<file path="src/verilog/cspc_regs.svh">
/*
 Constants for the configuration status pin controller: state timing,
 pin counts and reset values.
 Assumes CLK_I runs at 40 MHz and that includers see these macros once.
*/
`ifndef CSPC_REGS_SVH
`define CSPC_REGS_SVH

`define CSPC_NUM_IO        8
`define CSPC_NUM_GCK       8
`define CSPC_CLK_MHZ       40
`define CSPC_WAIT_MIN_US   30
`define CSPC_WAIT_MAX_US   300
// least time as a plain product, no rounding: 30 us at 40 MHz
`define CSPC_WAIT_CYC      ((`CSPC_WAIT_MIN_US * `CSPC_CLK_MHZ))
`define CSPC_CLEAR_CYC     16'h0040
`define CSPC_CNT_W         16
`define CSPC_CNT_RST       16'h0000

`endif

</file>
<file path="src/verilog/cspc_pkg.sv">
/*
 Types for the configuration status pin controller.
 Assumes cspc_regs.svh supplies the widths.
*/
`include "cspc_regs.svh"
package cspc_pkg;
   // gray along clear -> wait -> hold -> load -> user
   typedef enum logic [2:0] {
      CSPC_CLEAR = 3'h0,
      CSPC_WAIT  = 3'h1,
      CSPC_HOLD  = 3'h3,
      CSPC_LOAD  = 3'h2,
      CSPC_USER  = 3'h6
   } cspc_state_t;

   typedef struct packed {
      logic [`CSPC_NUM_IO-1:0] out;
      logic [`CSPC_NUM_IO-1:0] oe;
      logic [`CSPC_NUM_IO-1:0] used;
   } cspc_io_t;

   typedef struct packed {
      logic tdi;
      logic tck;
      logic tms;
   } cspc_tap_t;
endpackage

</file>
<file path="src/verilog/cspc_ctrl.sv">
/*
 Pin control around configuration: wait/clear/error status pin, configuration
 flags, user I/O release, global set/reset and tristate, test port gating,
 and global clock buffer pair sourcing.
 Assumes synchronous inputs on CLK_I and an external pull-up on the status pin.
*/
`timescale 1ns/1ps
`include "cspc_regs.svh"
module cspc_ctrl
   import cspc_pkg::*;
(
   input  wire logic                     CLK_I,
   input  wire logic                     RST_I,
   input  wire logic                     POWER_OK_I,
   input  wire logic                     MASTER_MODE_I,
   input  wire logic                     STATUS_PIN_I,
   output logic                          STATUS_PIN_O,
   output logic                          STATUS_PIN_OE_O,
   input  wire logic                     LOAD_DONE_I,
   input  wire logic                     DATA_ERROR_I,
   output logic                          LOAD_START_O,
   output logic                          CONFIG_ACTIVE_HIGH_FLAG_O,
   output logic                          CONFIG_ACTIVE_LOW_FLAG_O,
   input  wire cspc_io_t                 USER_IO_I,
   input  wire logic [`CSPC_NUM_IO-1:0]  IO_PAD_I,
   output logic [`CSPC_NUM_IO-1:0]       IO_PAD_O,
   output logic [`CSPC_NUM_IO-1:0]       IO_PAD_OE_O,
   output logic [`CSPC_NUM_IO-1:0]       IO_PULLUP_O,
   output logic [`CSPC_NUM_IO-1:0]       IO_IN_O,
   input  wire logic [`CSPC_NUM_IO-1:0]  GSR_SEL_I,
   input  wire logic [`CSPC_NUM_IO-1:0]  GTS_SEL_I,
   output logic                          GLOBAL_SET_RESET_NET_O,
   output logic                          GLOBAL_TRISTATE_NET_O,
   input  wire logic                     BOUNDARY_SCAN_PRIMITIVE_I,
   input  wire cspc_tap_t                TAP_PAD_I,
   output cspc_tap_t                     TAP_TO_SCAN_O,
   output cspc_tap_t                     TAP_TO_LOGIC_O,
   input  wire logic [`CSPC_NUM_GCK-1:0] GLOBAL_CLOCK_INPUT_PINS_I,
   input  wire logic [`CSPC_NUM_GCK-1:0] GCK_INT_SRC_I,
   input  wire logic [`CSPC_NUM_GCK-1:0] GCK_USE_INT_I,
   output logic [`CSPC_NUM_GCK-1:0]      GCK_LOW_SKEW_O,
   output logic [`CSPC_NUM_GCK-1:0]      GCK_EARLY_O
);

   localparam logic [`CSPC_CNT_W-1:0] WAIT_CYC = `CSPC_CNT_W'(`CSPC_WAIT_CYC);

   cspc_state_t            state_ff;
   cspc_state_t            nxt_state;
   logic [`CSPC_CNT_W-1:0] cnt_ff;
   logic [`CSPC_CNT_W-1:0] nxt_cnt;

   wire user_mode   = (state_ff == CSPC_USER);
   wire clear_done  = POWER_OK_I && (cnt_ff >= `CSPC_CLEAR_CYC);
   wire wait_needed = MASTER_MODE_I;
   wire hold_done   = (cnt_ff >= WAIT_CYC - `CSPC_CNT_W'(1));
   wire gsr_any     = |(GSR_SEL_I & IO_PAD_I);
   wire gts_any     = |(GTS_SEL_I & IO_PAD_I);
   wire tap_on      = !user_mode || BOUNDARY_SCAN_PRIMITIVE_I;

   always_comb begin
      nxt_state = state_ff;
      nxt_cnt   = cnt_ff + `CSPC_CNT_W'(1);
      unique case (state_ff)
         CSPC_CLEAR: begin
            if (!POWER_OK_I) nxt_cnt = `CSPC_CNT_RST;
            if (clear_done) begin
               nxt_state = CSPC_WAIT;
               nxt_cnt   = `CSPC_CNT_RST;
            end
         end
         CSPC_WAIT: begin
            nxt_cnt = `CSPC_CNT_RST;
            if (STATUS_PIN_I) nxt_state = wait_needed ? CSPC_HOLD : CSPC_LOAD;
         end
         CSPC_HOLD: begin
            if (!STATUS_PIN_I) begin
               nxt_state = CSPC_WAIT;
               nxt_cnt   = `CSPC_CNT_RST;
            end else if (hold_done) begin
               nxt_state = CSPC_LOAD;
            end
         end
         CSPC_LOAD: begin
            nxt_cnt = `CSPC_CNT_RST;
            if (LOAD_DONE_I && !DATA_ERROR_I) nxt_state = CSPC_USER;
         end
         CSPC_USER: begin
            nxt_cnt = `CSPC_CNT_RST;
         end
      endcase
   end

   always_ff @(posedge CLK_I) begin
      if (RST_I) begin
         state_ff <= CSPC_CLEAR;
         cnt_ff   <= `CSPC_CNT_RST;
      end else begin
         state_ff <= nxt_state;
         cnt_ff   <= nxt_cnt;
      end
   end

   // status pin: open drain, low in clear and on data error in load
   wire err_low = (state_ff == CSPC_LOAD) && DATA_ERROR_I;
   always_ff @(posedge CLK_I) begin
      if (RST_I) begin
         STATUS_PIN_O    <= 1'b0;
         STATUS_PIN_OE_O <= 1'b1;
         LOAD_START_O    <= 1'b0;
      end else begin
         STATUS_PIN_O    <= 1'b0;
         STATUS_PIN_OE_O <= (nxt_state == CSPC_CLEAR) || err_low;
         LOAD_START_O    <= (state_ff != CSPC_LOAD) && (nxt_state == CSPC_LOAD);
      end
   end

   // flags show configuration until user I/O go live, then swap levels and stay driven in user mode
   always_ff @(posedge CLK_I) begin
      if (RST_I) begin
         CONFIG_ACTIVE_HIGH_FLAG_O <= 1'b1;
         CONFIG_ACTIVE_LOW_FLAG_O  <= 1'b0;
      end else begin
         CONFIG_ACTIVE_HIGH_FLAG_O <= (nxt_state != CSPC_USER);
         CONFIG_ACTIVE_LOW_FLAG_O  <= (nxt_state == CSPC_USER);
      end
   end

   // per-pin I/O block release
   genvar gi;
   generate
      for (gi = 0; gi < `CSPC_NUM_IO; gi++) begin : g_io
         wire live   = (nxt_state == CSPC_USER) && USER_IO_I.used[gi];
         wire drive  = live && USER_IO_I.oe[gi] && !gts_any;
         always_ff @(posedge CLK_I) begin
            if (RST_I) begin
               IO_PAD_O[gi]    <= 1'b0;
               IO_PAD_OE_O[gi] <= 1'b0;
               IO_PULLUP_O[gi] <= 1'b1;
               IO_IN_O[gi]     <= 1'b0;
            end else begin
               IO_PAD_O[gi]    <= USER_IO_I.out[gi];
               IO_PAD_OE_O[gi] <= drive;
               IO_PULLUP_O[gi] <= !live;
               IO_IN_O[gi]     <= IO_PAD_I[gi];
            end
         end
      end
   endgenerate

   // global nets from selected user pads; gated until user mode
   always_ff @(posedge CLK_I) begin
      if (RST_I) begin
         GLOBAL_SET_RESET_NET_O <= 1'b1;
         GLOBAL_TRISTATE_NET_O  <= 1'b1;
      end else begin
         GLOBAL_SET_RESET_NET_O <= !user_mode || gsr_any;
         GLOBAL_TRISTATE_NET_O  <= !user_mode || gts_any;
      end
   end

   // test pads bypass the I/O blocks; scan side dies after load unless kept
   always_ff @(posedge CLK_I) begin
      if (RST_I) begin
         TAP_TO_SCAN_O  <= '0;
         TAP_TO_LOGIC_O <= '0;
      end else begin
         TAP_TO_SCAN_O  <= tap_on ? TAP_PAD_I : '0;
         TAP_TO_LOGIC_O <= user_mode ? TAP_PAD_I : '0;
      end
   end

   // one source per buffer pair, so the two can never diverge
   generate
      for (gi = 0; gi < `CSPC_NUM_GCK; gi++) begin : g_gck
         wire src = GCK_USE_INT_I[gi] ? GCK_INT_SRC_I[gi] : GLOBAL_CLOCK_INPUT_PINS_I[gi];
         always_ff @(posedge CLK_I) begin
            if (RST_I) begin
               GCK_LOW_SKEW_O[gi] <= 1'b0;
               GCK_EARLY_O[gi]    <= 1'b0;
            end else begin
               GCK_LOW_SKEW_O[gi] <= src;
               GCK_EARLY_O[gi]    <= src;
            end
         end
      end
   endgenerate

endmodule

</file>
<file path="config.mk">
export PLATFORM = sky130hd
export DESIGN_NAME = cspc_ctrl
export DESIGN_NICKNAME = d
export VERILOG_FILES = /design/src/verilog/cspc_pkg.sv /design/src/verilog/cspc_ctrl.sv
export VERILOG_INCLUDE_DIRS = /design/src /design/src/verilog
export SDC_FILE = /design/constraint.sdc
export NUM_CORES = 1
export LEC_CHECK = 0
export BUFFER_PORTS_ARGS = -buffer_cell sky130_fd_sc_hd__buf_2
export CELL_PAD_IN_SITES_DETAIL_PLACEMENT = 1
export CELL_PAD_IN_SITES_GLOBAL_PLACEMENT = 1
export CORE_MARGIN = 2
export CORE_UTILIZATION = 32
export CTS_CLUSTER_DIAMETER = 50
export DETAILED_ROUTE_END_ITERATION = 8
export GPL_TIMING_DRIVEN = 1
export PLACE_DENSITY = 0.81
export SLEW_MARGIN = 20
export SYNTH_ARGS = -nofsm -noshare
export SYNTH_HDL_FRONTEND = slang
export SYNTH_SLANG_ARGS = --single-unit
</file>
<file path="constraint.sdc">
create_clock -name CLK_I -period 2.5 [get_ports CLK_I]
set_input_delay 0.125 -clock CLK_I [delete_from_list [all_inputs] [get_ports CLK_I]]
set_output_delay 0.125 -clock CLK_I [all_outputs]
set_load 0.03 [all_outputs]
</file>
==> summary.txt, run 1 <==
Drt
  – Drt pass-1 iters: 4
  – WL/cell: roughly 14 um
  – DRC: 0
  – Routed Wire Length: between 7000 and 8000 um
  – Post-route ant nets: 0
  – Detailed-route via count: between 2k and 3k
  – Iteration-0 DRC Markers: ~120
  – Vias/cell: between 4 and 5

Setup path
  – CP endpoint kind: flop
  – Crit start category: flop
  – Max FO, Critical Path: 9
  – Req. time, crit path: about 2.8 ns
  – Setup CP Type: flop to flop
  – Worst EP arrival: 2.37 ns

Clock tree
  – H-tree depth: 3
  – Clock root buffer: clkbuf_8
  – Clock tree sinks: roughly 70
  – Clock buffer depth: 2
  – Setup bufs post-CTS: 0
  – Worst-Skew Late Latency: roughly 0.34 ns
  – Cts hold-fix bufs: 18
  – Number of buffers created by CTS: 9
  – Clk slew on worst S/H paths: 0.08 ns
  – Post-CTS sizing: 0
  – TritonCTS clock tree: yes

Placement
  – GP Congestion: 0.847
  – Port-buffer cells: around 140
  – HPWL reported at the end of detailed placement: around 5600 um
  – Post-Place Cell Area: between 3000 and 4000 um^2

Die
  – Top Ports: 144
  – Die ar.: 9330 um^2
  – Core area: 8260 um^2
  – Starting Density: roughly a third
  – Die height: around 97 um
  – Width of the die: around 97 um
  – Cell Rows: 33

Yosys
  – Dominant synthesized flop cell: dfxtp_1
  – Register area share after synthesis: between 50% and 60%
  – Synthesized Nets: around 360
  – Mapped Cells: 270
  – Seq cells post-synth: 71
  – Netlist Area Pre-Place: 2740 um^2
  – Syn. warnings: 0
  – Distinct cells, synth: 48
  – Mean post-synth cell area: a little over 10 um^2
  – Async S/R FF share, synth: 0%
  – Number of synthesized flops with an enable pin: 0

Timing
  – Setup TNS: 0 ns
  – Clock skew: ~0.0074 ns
  – Fmax: about 0.47 GHz
  – Worst slew pin tran: approximately 0.86 ns
  – Minimum clock period: 2.13 ns
  – Unrepaired setup endpoints after global routing: no
  – Final Cycle Share: 85.2%
  – Endpoints failing hold: 0
  – Number of setup violations in the final report: 0
  – Worst rel slew slack: 42.9%
  – Slew Viols, Final: 0

Flow run
  – Max Cap Viol: 0

Pwr
  – Power per cell area: a little over 600 nW/um^2
  – Maximum vdd drop: roughly 0.3 mV
  – Static leakage: ~1.7 nW

GRT
  – Largest net degree at the start of global routing: roughly 50
  – First-pass GRT wire length: 12900 um
  – All-Layer GR Usage: 16.7%
  – Initial antenna violation count: 0
  – GRT Residual Overflow: 0
  – Vias in the first global route: 2656

Min path
  – Worst hold-check path type: input port to flop

Final layout
  – Final instance area: 3880 um^2
  – Nets@finish: just over 500
  – Layout cells sized above 1: roughly 41%
  – # diodes: 0
  – P&R area growth vs syn: 41.4%

Run status
  – Run status: completed
report_power, final:
part / leakage (nW) / total (mW) / switching [mW] / internal [mW]
clock: 0.106 / 0.932 / 0.457 / 0.475
combinational: 1.04 / 0.258 / 0.146 / 0.112
sequential: 0.580 / 1.17 / 0.00921 / 1.16
critical path, stage by stage (launching register included):
cell and delay [ns]:
dfxtp_1 0.34, or4_4 0.55, o41a_1 0.46, o21a_1 0.36, nor4_2 0.32
per-layer routing:
layer  vias up  wire, um  track usage (%)
li1       1263         -                -
met1      1187      3170             20.3
met2       101      3850             28.9
met3         4       551             5.64
met4         0        37             3.58
met5         -         0                0
sequential cells by signal, summed over array words and instances (netlist names), 3 cells and up:
register	flops
IO_IN_O	8
IO_PULLUP_O	8
state_ff	3
cnt_ff	16
GCK_EARLY_O	8
TAP_TO_LOGIC_O	3
IO_PAD_O	8
TAP_TO_SCAN_O	3
IO_PAD_OE_O	8
per-stage QoR:
| stage | setup WS (ns) | instances | hold WS, ns | total power, mW | utilization (%) |
|---|---|---|---|---|---|
| CTS | 0.369 | 534 | 0.00371 | 2.39 | 47.0 |
| finish | 0.371 | 534 | 0.0158 | 2.36 | 47.0 |
| global placement | 0.457 | 500 | 0.326 | 1.42 | 42.4 |
| floorplan | 0.588 | 270 | 0.199 | 1.32 | - |
| global route | 0.236 | 534 | 0.00220 | 2.47 | 47.0 |
| detailed placement | 0.398 | 500 | 0.324 | 1.43 | 42.4 |
cell type report:
| type | count | area (um^2) |
|---|---|---|
| Clock buffer | 9 | 124 |
| Clock inverter | 7 | 77.6 |
| Fill cell | 977 | 4380 |
| Inverter | 7 | 26.3 |
| Multi-Input combinational cell | 171 | 1180 |
| Sequential cell | 71 | 1420 |
| Tap cell | 105 | 131 |
| Timing Repair Buffer | 164 | 921 |
cell usage after synthesis, drive strengths merged (2+ instances only):
library cell | n | area [um^2]
or2 | 2 | 12.5
nor4bb | 2 | 20.0
xor2 | 5 | 43.8
and3 | 3 | 18.8
clkbuf | 5 | 18.8
o21a | 2 | 15.0
nor3 | 13 | 65.1
a211oi | 4 | 30.0
ha | 2 | 25.0
inv | 7 | 26.3
nand2 | 8 | 30.0
and2 | 6 | 37.5
and4 | 3 | 26.3
a22oi | 6 | 45.0
mux2i | 9 | 90.1
nand3 | 14 | 70.1
or3 | 5 | 32.5
a31oi | 2 | 12.5
nor2 | 15 | 56.3
dfxtp | 71 | 1420
o31ai | 2 | 15.0
or4 | 2 | 18.8
nand4 | 13 | 81.3
xnor2 | 5 | 43.8
nor4 | 10 | 121
buf | 16 | 104
o21ai | 5 | 25.0
nor2b | 19 | 119
nor3b | 2 | 15.0
placed cells by master, fill, tap and decap left out, types with 3 or more instances in the layout:
master,instances
buf_2,142
dfxtp_1,71
nor2b_1,19
dlygate4sd3_1,18
nor2_1,15
nand3_1,14
nor3_1,13
nand4_1,13
mux2i_1,9
clkbuf_8,9
nand2_1,8
inv_1,7
nor4_2,7
a22oi_1,6
and2_1,6
o21ai_0,5
xor2_1,5
xnor2_1,5
or3_1,4
a211oi_1,4
buf_4,4
and4_1,3
and3_1,3
inv_6,3
path summary, 6_finish.rpt:
path | from | endpoint | slack (ns) | depth (start not counted)
setup / recovery | cnt_ff[14]$_SDFF_PP0_ | IO_PAD_OE_O[2]$_SDFF_PP0_ | 0.37 | 4
hold / removal | USER_IO_I[1] | IO_PULLUP_O[1]$_SDFF_PP1_ | 0.02 | 2
setup reg to reg | cnt_ff[14]$_SDFF_PP0_ | IO_PAD_OE_O[2]$_SDFF_PP0_ | 0.37 | 4
hold reg to reg | cnt_ff[15]$_SDFF_PP0_ | cnt_ff[15]$_SDFF_PP0_ | 0.53 | 2
logic make-up (layout without fill, tap and decap cells):
family          count (synthesis)  count (layout)  share of synthesized area (%)
other cells                     1               1                          0.137
buf+inv                        28             187                           5.43
flops                          71              71                           51.8
mux                             9               9                           3.28
simple gates                  121             121                           27.7
compound gates                 28              28                           7.52
fa+ha+maj                       2               2                          0.912
xor+xnor                       10              10                           3.19
No activity file was read; power rests on OpenSTA's default activity.
==> run 2, diff against run 1 <==
ABC_AREA = 1   (was unset)
CORE_UTILIZATION = 31   (was 32)
PLACE_DENSITY = 0.82   (was 0.81)
==> run 2 against run 1 <==
Net effect:
- worst hold slack improved by 0.0048 ns
- die area up 4.9%
- clock power increased by 8%
- area after synthesis is 1.8% higher
- sequential cell count stayed put
- critical path depth rose by 6
- non-clock buffer count rose by 13
- global-route usage up 0.66 points
- synthesized cell count grew 31%
- maximum frequency grew 13%
- worst setup slack improved by 0.25 ns
- sequential share of layout area fell by 2.1 points
- critical path type unchanged
==> summary.txt, run 2 <==
GRT
  – GR peak layer: met2
  – Met3 usage: under 10%
  – Vias in the first global route: 2989
  – All-Layer GR Usage: between 10% and 20%
  – Initial antenna violation count: 0
  – Largest net degree at the start of global routing: 21
  – GRT Residual Overflow: 0
  – Routing usage on met2: around 34%
  – First-pass GRT wire length: approximately 14000 um
  – Grt met1 use: between 10% and 20%

Placement
  – HPWL reported at the end of detailed placement: roughly 6200 um
  – GP Congestion: just under 0.8
  – Port-buffer cells: roughly 140
  – Setup WS pre-CTS: ~0.64 ns

Timing
  – Worst rel slew slack: a little over half
  – Minimum clock period: between 1.5 and 2 ns
  – Number of setup violations in the final report: 0
  – Setup TNS: 0 ns
  – Fmax: about 0.53 GHz
  – Worst slew pin tran: between 0.6 and 0.7 ns
  – Endpoints failing hold: 0
  – Unrepaired setup endpoints after global routing: no
  – Final worst slack: 0.622 ns
  – Clock skew: around 0.014 ns
  – Final Cycle Share: 75.1%
  – Slew Viols, Final: 0

Pwr
  – Static leakage: between 2 and 2.5 nW
  – Switch Pwr: around 620 uW
  – Combinational group share of total power: between 10% and 20%
  – Internal power: approximately 1.9 mW
  – Maximum vdd drop: 0.270 mV
  – Clock power frac: 40.7%
  – Sequential power share: 47.2%
  – Power per cell area: roughly 600 nW/um^2
  – Switching Share: 25.0%

Yosys
  – Seq cells post-synth: around 70
  – Distinct cells, synth: 32
  – Number of synthesized flops with an enable pin: 0
  – Netlist Area Pre-Place: approximately 2800 um^2
  – Async S/R FF share, synth: 0%
  – Syn. warnings: 0
  – Dominant synthesized flop cell: dfxtp_1
  – Main area contributors after synthesis: dfxtp_1 (51%), nand2_1 (9.3%), nor2_1 (8.3%)
  – Mean post-synth cell area: just under 8 um^2
  – Commonest cells post-synth: dfxtp_1 (71), nand2_1 (69), nor2_1 (62)
  – Mapped Cells: 353
  – Synthesized Nets: 438
  – Yosys top cell area share: 50.9%
  – Area leader, netlist: dfxtp_1
  – Register area share after synthesis: around 51%
  – Count leader, synth: dfxtp_1

Clock tree
  – Clock tree sinks: 71
  – Cts hold-fix bufs: 34
  – Clk slew on worst S/H paths: around 0.08 ns
  – Worst-Skew Late Latency: ~0.34 ns
  – Setup bufs post-CTS: 0
  – TritonCTS clock tree: yes
  – H-tree depth: 3
  – Number of buffers created by CTS: 9
  – Post-CTS sizing: 0
  – Clock buffer depth: 2
  – Clock root buffer: clkbuf_8

Setup path
  – Req. time, crit path: between 2 and 3 ns
  – Crit start category: flop
  – Max FO, Critical Path: 4
  – CP endpoint kind: flop
  – Worst EP arrival: between 2 and 2.5 ns
  – Setup CP Type: flop to flop

Final layout
  – Nets@finish: roughly 610
  – Layout cells sized above 1: 33.6%
  – P&R area growth vs syn: 47.6%
  – Reg with most FFs: cnt_ff
  – Most common cell after layout, fill and taps aside: buf_2
  – # diodes: 0
  – Largest register FFs: 16
  – Most frequent cells in the layout: buf_2 (142), dfxtp_1 (71), nand2_1 (69), nor2_1 (62), inv_1 (59)

Drt
  – Post-route ant nets: 0
  – Detailed-route via count: around 2.9k
  – Iteration-0 DRC Markers: a little under 90
  – Vias/cell: 4.46
  – WL/cell: roughly 13 um
  – Routed Wire Length: roughly 8400 um
  – DRC: 0
  – Drt pass-1 iters: 4

Die
  – Starting Density: 32.0%
  – Cell Rows: 34
  – Die height: ~99 um
  – Die ar.: between 9000 and 10000 um^2
  – Core area: 8720 um^2
  – Top Ports: around 140
  – Width of the die: ~99 um

Min path
  – Worst hold-check path type: input port to flop

Run status
  – Run status: completed

Flow run
  – Max Cap Viol: 0
-- run 2: power groups by stage --
stage	sequential (mW)	combinational, mW	clock (mW)
global placement	1.19	0.247	0
CTS	1.17	0.298	1.05
global route	1.17	0.324	1.11
floorplan	1.24	0.0926	0
detailed placement	1.19	0.255	0
finish	1.17	0.298	1.01
-- run 2: logic make-up (layout without fill, tap and decap cells) --
kind of cell             after synthesis  count (layout)  share of synthesized area, %
AND/OR/NAND/NOR                      163             163                          26.8
buffers and inverters                 74             254                          11.3
flip-flops                            71              71                          50.9
AO/OA/AOI/OAI                         36              36                          8.11
XOR/XNOR                               6               6                          1.88
adder cells (fa/ha/maj)                2               2                         0.896
other                                  1               1                         0.134
-- run 2: cell type report --
class                           count  area, um^2
Clock buffer                       10         128
Sequential cell                    71        1420
Clock inverter                      6        92.6
Fill cell                        1092        4600
Inverter                           61         231
Timing Repair Buffer              177        1060
Tap cell                          108         135
Multi-Input combinational cell    208        1060
-- run 2: critical path, cell delays in order (launching register included) --
cell and delay [ns]:
dfxtp_1 0.39, ha_1 0.21, nand3_1 0.15, nor2_1 0.24
nand3_1 0.16, nor2_1 0.17, inv_1 0.07, nor2_1 0.17
nand4_1 0.10, nand2_1 0.08, nor2_1 0.04
-- run 2: worst paths after layout --
path / startpoint / end / slack [ns] / cells after the start
min reg2reg: cnt_ff[0]$_SDFF_PP0_ / cnt_ff[0]$_SDFF_PP0_ / 0.48 / 1
min: GCK_INT_SRC_I[7] / GCK_EARLY_O[7]$_SDFF_PP0_ / 0.02 / 3
max: cnt_ff[0]$_SDFF_PP0_ / cnt_ff[14]$_SDFF_PP0_ / 0.62 / 10
max reg2reg: cnt_ff[0]$_SDFF_PP0_ / cnt_ff[14]$_SDFF_PP0_ / 0.62 / 10
-- run 2: layer usage --
metal,up-vias,part of all wire [%]
met2,100,54
met4,0,2.3
li1,1420,-
met3,18,6.2
met1,1319,38
met5,-,0
-- run 2: stage by stage --
step / total power [mW] / cells / util, % / instance area, um^2 / hold WS [ns]
after CTS: 2.51 / 641 / 47.3 / 4120 / 0.00505
after global routing: 2.60 / 641 / 47.3 / 4120 / 0.00390
after detailed placement: 1.45 / 591 / 40.8 / 3560 / 0.315
final: 2.47 / 641 / 47.3 / 4120 / 0.0207
after floorplan: 1.34 / 353 / - / 2790 / 0.194
after global placement: 1.44 / 591 / 40.8 / 3560 / 0.308
